File: config.mk
export PLATFORM = sky130hd
export DESIGN_NAME = asp_top
export DESIGN_NICKNAME = d
export VERILOG_FILES = /design/src/rtl/asp_pkg.sv /design/src/rtl/asp_sck_div.sv /design/src/rtl/asp_top.sv
export SDC_FILE = /design/constraint.sdc
export NUM_CORES = 1
export LEC_CHECK = 0
export ABC_AREA = 1
export BUFFER_PORTS_ARGS = -buffer_cell sky130_fd_sc_hd__buf_4
export CAP_MARGIN = 15
export CELL_PAD_IN_SITES_DETAIL_PLACEMENT = 1
export CELL_PAD_IN_SITES_GLOBAL_PLACEMENT = 1
export CORE_ASPECT_RATIO = 0.5
export CORE_MARGIN = 10
export CORE_UTILIZATION = 46
export CTS_CLUSTER_DIAMETER = 150
export DETAILED_ROUTE_END_ITERATION = 6
export PLACE_DENSITY_LB_ADDON = 0.1
export SYNTH_ARGS = -nofsm -noshare
export SYNTH_HDL_FRONTEND = slang
export SYNTH_SLANG_ARGS = --single-unit
File: constraint.sdc
create_clock -name i_clk -period 4.9 [get_ports i_clk]
set_input_delay 0.735 -clock i_clk [delete_from_list [all_inputs] [get_ports i_clk]]
set_output_delay 0.735 -clock i_clk [all_outputs]
set_load 0.03 [all_outputs]
File: src/rtl/asp_pkg.sv
// Constants, widths and state type of the converter serial port.
package asp_pkg;

  // Clock rate of the block, which also serves as the conversion clock.
  localparam int unsigned CLK_HZ           = 50_000_000;
  // Nominal conversion time in milliseconds and the derived cycle count.
  localparam int unsigned CONV_TIME_MS     = 147;
  localparam int unsigned CONV_CYCLES_DFLT = CONV_TIME_MS * (CLK_HZ / 1000);
  localparam int unsigned CONV_CNT_W       = 24;
  // Done-flag test window before the internal clock starts, a least time.
  localparam int unsigned EOC_TEST_US      = 23;
  localparam int unsigned EOC_TEST_CYCLES  = (EOC_TEST_US * (CLK_HZ / 1000) + 999) / 1000;
  localparam int unsigned EOC_CNT_W        = 11;
  // Internal serial clock divider and its half period.
  localparam int unsigned SCK_DIV          = 8;
  localparam int unsigned SCK_HALF         = SCK_DIV / 2;
  localparam int unsigned DIV_CNT_W        = 2;
  // Output word layout.
  localparam int unsigned WORD_BITS        = 19;
  localparam int unsigned EOC_POS          = 18;
  localparam int unsigned FILLER_POS       = 17;
  localparam int unsigned SIGN_POS         = 16;
  localparam int unsigned CODE_W           = 16;
  localparam int unsigned BIT_CNT_W        = 5;
  // Channel address shifted in from the wake-up edge through the data state.
  localparam int unsigned ADDR_BITS        = 8;
  localparam logic [7:0]  CHAN_RST         = 8'h00;
  // Clock mode after reset, before the strap is taken: internal.
  localparam logic        MODE_RST         = 1'h1;

  // Converter states.
  typedef enum logic [1:0] {
    ST_CONV,
    ST_SLEEP,
    ST_DATA
  } asp_state_t;

endpackage : asp_pkg

File: src/rtl/asp_sck_div.sv
// Internal serial clock generator that divides the block clock by eight.
module asp_sck_div
  import asp_pkg::*;
(
  input  wire logic i_clk,   // Block clock.
  input  wire logic i_rst,   // Synchronous reset, active high.
  input  wire logic i_run,   // Let the serial clock toggle.
  output logic      o_sck,   // Generated serial clock level.
  output logic      o_rise,  // One-cycle pulse with each rising edge.
  output logic      o_fall   // One-cycle pulse with each falling edge.
);

  logic [DIV_CNT_W-1:0] cnt_q;  // Position inside the half period.
  logic                 sck_q;  // Clock level.
  logic                 rise_q; // Registered rising edge pulse.
  logic                 fall_q; // Registered falling edge pulse.

  // The clock idles low and the first toggle after run is a rising edge,
  // so a stopped divider always restarts with a full low half period.
  always_ff @(posedge i_clk) begin
    if (i_rst || !i_run) begin
      cnt_q  <= '0;
      sck_q  <= 1'b0;
      rise_q <= 1'b0;
      fall_q <= 1'b0;
    end else if (cnt_q == DIV_CNT_W'(SCK_HALF - 1)) begin
      cnt_q  <= '0;
      sck_q  <= ~sck_q;
      rise_q <= ~sck_q;
      fall_q <= sck_q;
    end else begin
      cnt_q  <= cnt_q + DIV_CNT_W'(1);
      rise_q <= 1'b0;
      fall_q <= 1'b0;
    end
  end

  assign o_sck  = sck_q;
  assign o_rise = rise_q;
  assign o_fall = fall_q;

endmodule : asp_sck_div

File: src/rtl/asp_top.sv
// Serial port of the converter: state sequence, result shifter and channel input.
module asp_top
  import asp_pkg::*;
#(
  parameter int unsigned CONV_CYCLES = CONV_CYCLES_DFLT // Conversion length.
)
(
  input  wire logic                 i_clk,        // Block and conversion clock.
  input  wire logic                 i_rst,        // Synchronous reset, active high.
  input  wire logic                 i_cs_n,       // Chip select, active low.
  input  wire logic                 i_sck,        // Serial clock pin level.
  input  wire logic                 i_sdi,        // Serial data input pin.
  input  wire logic                 i_sign,       // Sign of the finished result.
  input  wire logic [CODE_W-1:0]    i_code,       // Result code of the conversion.
  output logic                      o_sdo,        // Serial data output level.
  output logic                      o_sdo_oe_n,   // Output enable of sdo, low drives.
  output logic                      o_sck,        // Serial clock driven in internal mode.
  output logic                      o_sck_oe_n,   // Output enable of sck, low drives.
  output logic [ADDR_BITS-1:0]      o_channel,    // Channel for the next conversion.
  output logic                      o_conv_start, // Pulse when a conversion begins after a transfer.
  output logic                      o_converting, // High while converting.
  output logic                      o_int_mode    // High in internal clock mode.
);

  asp_state_t             st_q;         // Present converter state.
  logic [CONV_CNT_W-1:0]  conv_cnt_q;   // Cycles spent converting.
  logic [EOC_CNT_W-1:0]   eoc_cnt_q;    // Cycles of the done-flag test window.
  logic [WORD_BITS-1:0]   shift_q;      // Static output shift register.
  logic [BIT_CNT_W-1:0]   rise_cnt_q;   // Rising edges of the transfer, wake-up edge included.
  logic [ADDR_BITS-1:0]   addr_sh_q;    // Partial channel address.
  logic [ADDR_BITS-1:0]   chan_q;       // Committed channel selection.
  logic                   int_mode_q;   // Internal clock mode flag.
  logic                   por_done_q;   // Strap has been taken after reset.
  logic                   cs_prev_q;    // Chip select one cycle back.
  logic                   sck_prev_q;   // Pin clock one cycle back.
  logic                   sdo_q;        // Output data flop.
  logic                   sdo_oe_n_q;   // Output enable flop for sdo.
  logic                   sck_q;        // Output clock flop.
  logic                   sck_oe_n_q;   // Output enable flop for sck.
  logic                   start_q;      // Conversion start pulse flop.
  logic                   conv_q;       // Converting level flop.
  logic                   div_run;      // Lets the internal divider run.
  logic                   div_sck;      // Internal clock level.
  logic                   div_rise;     // Internal rising edge pulse.
  logic                   div_fall;     // Internal falling edge pulse.
  logic                   cs_fall;      // Chip select went low.
  logic                   cs_rise;      // Chip select went high.
  logic                   sck_rise;     // Serial clock rising edge, either source.
  logic                   sck_fall;     // Serial clock falling edge, either source.
  logic                   conv_done;    // Last cycle of a conversion.
  logic                   data_end;     // Last edge of a full transfer.
  logic                   go_conv;      // Leave the data state for a new conversion.

  // True when the rising edge count names a channel address bit.
  function automatic logic is_addr_bit(input logic [BIT_CNT_W-1:0] cnt);
    is_addr_bit = (cnt < BIT_CNT_W'(ADDR_BITS));
  endfunction : is_addr_bit

  // True when the rising edge count names the final address bit.
  function automatic logic is_last_addr(input logic [BIT_CNT_W-1:0] cnt);
    is_last_addr = (cnt == BIT_CNT_W'(ADDR_BITS - 1));
  endfunction : is_last_addr

  // Inputs are synchronous, so one flop of history is enough for edges.
  always_ff @(posedge i_clk) begin
    if (i_rst) begin
      cs_prev_q  <= 1'b1;
      sck_prev_q <= 1'b0;
    end else begin
      cs_prev_q  <= i_cs_n;
      sck_prev_q <= i_sck;
    end
  end

  assign cs_fall  = cs_prev_q && !i_cs_n;
  assign cs_rise  = !cs_prev_q && i_cs_n;
  // Pick the edge source; in internal mode the pin only echoes our own drive.
  assign sck_rise = int_mode_q ? div_rise : (i_sck && !sck_prev_q);
  assign sck_fall = int_mode_q ? div_fall : (!i_sck && sck_prev_q);

  // The internal clock runs once the test window has passed in sleep, and
  // through the data state; it stops, held high, when a conversion starts.
  assign div_run = int_mode_q && !i_cs_n &&
                   (((st_q == ST_SLEEP) && (eoc_cnt_q == EOC_CNT_W'(EOC_TEST_CYCLES))) ||
                    (st_q == ST_DATA));

  asp_sck_div u_div (
    .i_clk  (i_clk),
    .i_rst  (i_rst),
    .i_run  (div_run),
    .o_sck  (div_sck),
    .o_rise (div_rise),
    .o_fall (div_fall)
  );

  // Clock mode strap: taken in the first cycle after reset and again at
  // every chip-select fall. A high or floating pin means internal mode.
  always_ff @(posedge i_clk) begin
    if (i_rst) begin
      int_mode_q <= MODE_RST;
      por_done_q <= 1'b0;
    end else begin
      por_done_q <= 1'b1;
      if (!por_done_q || cs_fall) begin
        int_mode_q <= i_sck;
      end
    end
  end

  assign conv_done = (st_q == ST_CONV) && (conv_cnt_q == CONV_CNT_W'(CONV_CYCLES - 1));
  // External clock ends on the nineteenth fall, internal on the nineteenth rise.
  assign data_end  = int_mode_q ?
                     (sck_rise && (rise_cnt_q == BIT_CNT_W'(WORD_BITS - 1))) :
                     (sck_fall && (rise_cnt_q == BIT_CNT_W'(WORD_BITS)));
  assign go_conv   = (st_q == ST_DATA) && (cs_rise || (!i_cs_n && data_end));

  // Converter state sequence: convert, sleep, data output and back.
  always_ff @(posedge i_clk) begin
    if (i_rst) begin
      st_q <= ST_CONV;
    end else begin
      unique case (st_q)
        ST_CONV: begin
          // Sleep is entered whatever chip select does.
          if (conv_done) begin
            st_q <= ST_SLEEP;
          end
        end
        ST_SLEEP: begin
          // Only a rising edge while selected wakes the port.
          if (!i_cs_n && sck_rise) begin
            st_q <= ST_DATA;
          end
        end
        ST_DATA: begin
          // A deselect aborts at once; a full word also restarts.
          if (go_conv) begin
            st_q <= ST_CONV;
          end
        end
      endcase
    end
  end

  // Converting level kept in a flop of its own, so the output does not come
  // through a decode of the state. It follows the same two transitions as
  // the state register and therefore always agrees with it.
  always_ff @(posedge i_clk) begin
    if (i_rst) begin
      conv_q <= 1'b1;
    end else if (conv_done) begin
      conv_q <= 1'b0;
    end else if (go_conv) begin
      conv_q <= 1'b1;
    end
  end

  // Conversion length counter, cleared in every other state.
  always_ff @(posedge i_clk) begin
    if (i_rst || (st_q != ST_CONV)) begin
      conv_cnt_q <= '0;
    end else if (!conv_done) begin
      conv_cnt_q <= conv_cnt_q + CONV_CNT_W'(1);
    end
  end

  // Done-flag test window in internal mode; it saturates at its end so the
  // clock keeps running, and restarts each time the port is reselected.
  always_ff @(posedge i_clk) begin
    if (i_rst || (st_q != ST_SLEEP) || i_cs_n || !int_mode_q) begin
      eoc_cnt_q <= '0;
    end else if (eoc_cnt_q != EOC_CNT_W'(EOC_TEST_CYCLES)) begin
      eoc_cnt_q <= eoc_cnt_q + EOC_CNT_W'(1);
    end
  end

  // Result shifter: loaded as the done flag falls, shifted on falling edges.
  // The word sits still through sleep, so a deselect in sleep loses nothing.
  always_ff @(posedge i_clk) begin
    if (i_rst) begin
      shift_q <= '0;
    end else if (conv_done) begin
      shift_q             <= '0;
      shift_q[EOC_POS]    <= 1'b0;
      shift_q[FILLER_POS] <= 1'b0;
      shift_q[SIGN_POS]   <= i_sign;
      shift_q[CODE_W-1:0] <= i_code;
    end else if ((st_q == ST_DATA) && sck_fall) begin
      shift_q <= {shift_q[WORD_BITS-2:0], 1'b0};
    end
  end

  // Rising edge count of the transfer; the wake-up edge counts as the first.
  always_ff @(posedge i_clk) begin
    if (i_rst || (st_q == ST_CONV)) begin
      rise_cnt_q <= '0;
    end else if (!i_cs_n && sck_rise && (rise_cnt_q != BIT_CNT_W'(WORD_BITS))) begin
      rise_cnt_q <= rise_cnt_q + BIT_CNT_W'(1);
    end
  end

  // Channel address shifter: input sampled only while selected and out of
  // conversion, so the host may leave it at any level elsewhere.
  always_ff @(posedge i_clk) begin
    if (i_rst) begin
      addr_sh_q <= '0;
    end else if (!i_cs_n && (st_q != ST_CONV) && sck_rise && is_addr_bit(rise_cnt_q)) begin
      addr_sh_q <= {addr_sh_q[ADDR_BITS-2:0], i_sdi};
    end
  end

  // The selection changes only with its final address bit; a transfer cut
  // short before that bit leaves the old selection in place.
  always_ff @(posedge i_clk) begin
    if (i_rst) begin
      chan_q <= CHAN_RST;
    end else if (!i_cs_n && (st_q != ST_CONV) && sck_rise && is_last_addr(rise_cnt_q)) begin
      chan_q <= {addr_sh_q[ADDR_BITS-2:0], i_sdi};
    end
  end

  // Output data: flag high while converting, low in sleep, word in data.
  // The flag keeps being driven after a transfer so its fall can interrupt.
  always_ff @(posedge i_clk) begin
    if (i_rst) begin
      sdo_q      <= 1'b1;
      sdo_oe_n_q <= 1'b1;
    end else begin
      sdo_oe_n_q <= i_cs_n;
      unique case (st_q)
        ST_CONV:  sdo_q <= 1'b1;
        ST_SLEEP: sdo_q <= 1'b0;
        ST_DATA:  sdo_q <= go_conv ? 1'b1 : shift_q[EOC_POS];
      endcase
    end
  end

  // Serial clock drive in internal mode: high in conversion, low in the
  // test window, divided clock in data. Released when deselected so the
  // pull-up can restore the strap level before the next selection.
  always_ff @(posedge i_clk) begin
    if (i_rst) begin
      sck_q      <= 1'b1;
      sck_oe_n_q <= 1'b1;
    end else begin
      sck_oe_n_q <= !(int_mode_q && !i_cs_n);
      unique case (st_q)
        ST_CONV:  sck_q <= 1'b1;
        ST_SLEEP: sck_q <= div_sck;
        ST_DATA:  sck_q <= go_conv ? 1'b1 : div_sck;
      endcase
    end
  end

  // Start pulse to the modulator; with select held low this repeats each
  // word, or each conversion in internal mode, for continuous operation.
  always_ff @(posedge i_clk) begin
    if (i_rst) begin
      start_q <= 1'b0;
    end else begin
      start_q <= go_conv;
    end
  end

  // Every output is a flop, so the pins never glitch on a decode.
  // The price is one cycle of latency on the enables and the data line,
  // which a host running at a fraction of the block clock never notices.
  assign o_sdo        = sdo_q;
  assign o_sdo_oe_n   = sdo_oe_n_q;
  assign o_sck        = sck_q;
  assign o_sck_oe_n   = sck_oe_n_q;
  assign o_channel    = chan_q;
  assign o_conv_start = start_q;
  assign o_converting = conv_q;
  assign o_int_mode   = int_mode_q;
endmodule : asp_top

==> impl_summary.txt <==
----------------------------------------------------
[CTS]
  TritonCTS clock tree ... yes
  CTS buffer count ... 9
  Insertion delay to the later sink of the worst-skew pair ... 0.35 ns
  Maximum level of the CTS H-tree ... 3
  Clock root cell ... clkbuf_16
  Number of gates resized after CTS ... 0
  Clock-pin slew on the worst setup and hold paths ... 0.07 ns
  Number of clock sinks ... 90
  Count of hold-fix buffers inserted at cts ... 0
  Clock buffer depth ... 2
  Number of setup buffers added after CTS ... 0

[Yosys]
  Synth warn ... 0
  Netlist cell types ... 40
  Top flip-flop cell by instance count after synthesis ... dfxtp_1
  Synthesized Nets ... 643
  Register area share after synthesis ... 0.420
  Cell Area, Synth ... 4290 um2
  Fraction of synthesis flops using an asynchronous set or reset pin ... 0
  Top cells by instance count after synthesis ... 141 x nand2_1, 90 x dfxtp_1, 85 x nor2_1
  Top post-synthesis cells by area ... dfxtp_1 42%, nand2_1 12%, nor2_1 7.4%
  Count of mapped cells out of synthesis ... 611
  Leading cell type by number of instances after synthesis ... nand2_1
  Total of flip-flops plus latches after synthesis ... 90
  Syn avg cell area ... 7.03 um2
  Share of the synthesized area in the top cell type ... 0.420
  Cell taking the most area after synthesis ... dfxtp_1
  Post-synth EDFFs ... 0

[Die]
  Num ports ... 37
  Area of the die ... 13800 um2
  DIE WIDTH ... 157 um
  Floorplan Core Area ... 8890 um2
  Std-Cell Rows ... 24
  Height of the die ... 88.3 um
  Initial Util ... 0.483

[Placed design]
  Setup Slack @ Placement ... 2.22 ns
  HPWL Detailed ... 7890 um
  Port bufs ... 36
  GPL Wtd Cong ... 0.865

[Finish]
  Fraction of layout cells with a size suffix above 1 ... 0.132
  Number of antenna cells inserted ... 0
  Area Growth Syn to Fin ... 14.4%
  Fill count ... 1189
  Fin nets ... 677

[Setup path]
  CP Data Arrival Time ... 2.94 ns
  Startpoint types ... register
  Kind of critical path ... register to register
  Max Fanout on Critical Path ... 13
  Critical path required time ... 5.19 ns
  Kind of end point of the critical path ... register

[Timing]
  Max-Slew Margin vs Limit ... 0.399
  Worst Skew ... 0.00765 ns
  Worst setup margin ... 2.25 ns
  Fmax ... 0.377 GHz
  Fin crit share ... 0.541
  Setup-failing EPs final ... 0
  Final Slew Violations ... 0
  Number of hold violations in the final report ... 0
  Worst-margin pin slew ... 0.898 ns
  Final sum of negative setup slack ... 0 ns
  Setup repair after global routing missed its margin ... false
  Final critical path time including I/O delays and setup ... 2.65 ns

[Drt]
  Number of iterations in the first detailed-routing pass ... 4
  Via-per-instance ratio ... 5.18
  ANT nets after route ... 0
  Drc violations ... 0
  DRT Wirelength ... 10700 um
  Routed WL per cell ... 14.0 um
  Total via count in the routed design ... 3974
  DRT iter0 DRCs ... 132

[Power and ir drop]
  Internal power contribution ... 1.20 mW
  Standby leakage power ... 2.00 nW
  Power share of the combinational group ... 0.163
  PwrDens ... 352 nW/um2
  Net load switching power ... 0.529 mW
  VDD IR max ... 0.176 mV
  Share of power burned in registers ... 0.451
  Clk pwr share ... 0.386
  Net Sw Frac ... 0.306

[GRT]
  Pin count of the biggest net entering global routing ... 37
  Global-route track usage on met2 ... 0.292
  Remaining global-route overflow ... 0
  Initial antenna violation count ... 0
  Met1 GRT Util ... 0.184
  Wire length of the first global-routing pass ... 18300 um
  Highest-utilization routing layer at the global route stage ... met2
  GR Util All Layers ... 0.160
  Met3 track demand over resource in global routing ... 0.0421
  Via count of the first global-routing pass ... 3898

[Run status]
  Result of the run ... completed

[Min path]
  Hold crit path type ... register to register

[Job]
  Max-cap violations ... 0

----------------------------------------------------
[path summary, 6_finish.rpt]
path,from,end,slack (ns),depth (start not counted)
worst min-delay path,u_div.cnt_q[0]$_SDFF_PP0_,u_div.cnt_q[0]$_SDFF_PP0_,0.42,1
worst min register to register,u_div.cnt_q[0]$_SDFF_PP0_,u_div.cnt_q[0]$_SDFF_PP0_,0.42,1
worst max register to register,st_q[1]$_SDFFE_PP0P_,conv_cnt_q[0]$_SDFFE_PP0P_,2.25,7
worst max-delay path,st_q[1]$_SDFFE_PP0P_,conv_cnt_q[0]$_SDFFE_PP0P_,2.25,7
[power by group through the flow]
stage | clock network (mW) | registers, mW | logic [mW]
after detailed placement | 0 | 0.797 | 0.284
after global routing | 0.721 | 0.784 | 0.326
after floorplan | 0 | 0.807 | 0.182
after global placement | 0 | 0.795 | 0.268
final | 0.669 | 0.780 | 0.282
after CTS | 0.686 | 0.780 | 0.287
[cell families after synthesis]
| group | after synthesis | share of synthesized area |
|---|---|---|
| AO/OA/AOI/OAI | 97 | 0.117 |
| flip-flops | 90 | 0.420 |
| XOR/XNOR | 7 | 0.0143 |
| adder cells (fa/ha/maj) | 10 | 0.0291 |
| buffers and inverters | 87 | 0.0851 |
| AND/OR/NAND/NOR | 320 | 0.335 |
[critical path: stages (launching register included)]
cell     delay (ns)
dfxtp_1        0.31
inv_1          0.13
ha_1           0.36
inv_1          0.18
nor2_1         0.71
inv_1          0.49
a21oi_1        0.27
o21a_1         0.15
[registers in the layout (all words and copies together) (netlist names), 2 cells and up]
name	flops
eoc_cnt_q	11
conv_cnt_q	24
addr_sh_q	7
shift_q	19
rise_cnt_q	5
st_q	2
o_channel	8
u_div.cnt_q	2
[per-layer routing]
metal	up-vias	wire [um]
met5	-	0
li1	2027	-
met4	0	133
met3	15	300
met1	1898	4810
met2	34	5460
[metrics by stage]
stage	cell area, um2	power [mW]	utilization	hold WS (ns)	cells
floorplan	4290	0.989	-	0.399	611
global placement	4630	1.06	0.521	0.408	751
detailed placement	4630	1.08	0.521	0.419	751
CTS	4910	1.75	0.553	0.429	767
global route	4910	1.83	0.553	0.437	767
finish	4910	1.73	0.553	0.422	767
[placed cells by master (no fill, tap or decap), drive strengths merged]
| cell | count |
|---|---|
| a21boi | 1 |
| a21oi | 44 |
| a31oi | 1 |
| and3 | 1 |
| buf | 36 |
| clkbuf | 9 |
| clkinv | 2 |
| clkinvlp | 1 |
| dfxtp | 90 |
| ha | 10 |
| inv | 78 |
| nand2 | 145 |
| nand3 | 35 |
| nand3b | 3 |
| nand4 | 16 |
| nor2 | 99 |
| nor3 | 12 |
| nor3b | 2 |
| nor4 | 2 |
| o211ai | 1 |
| o21a | 2 |
| o21ai | 48 |
| or2 | 3 |
| or3 | 2 |
| xnor2 | 3 |
| xor2 | 4 |
[area by class of cell]
| class | count | area (um2) | share of cell area |
|---|---|---|---|
| timing repair buffer | 36 | 270 | 0.0550 |
| inverter | 74 | 282 | 0.0573 |
| tap | 117 | 146 | 0.0298 |
| clock inverter | 7 | 58.8 | 0.0120 |
| multi-input combinational | 434 | 2130 | 0.433 |
| sequential | 90 | 1800 | 0.367 |
| clock buffer | 9 | 225 | 0.0459 |
No activity file was read; power rests on OpenSTA's default activity.
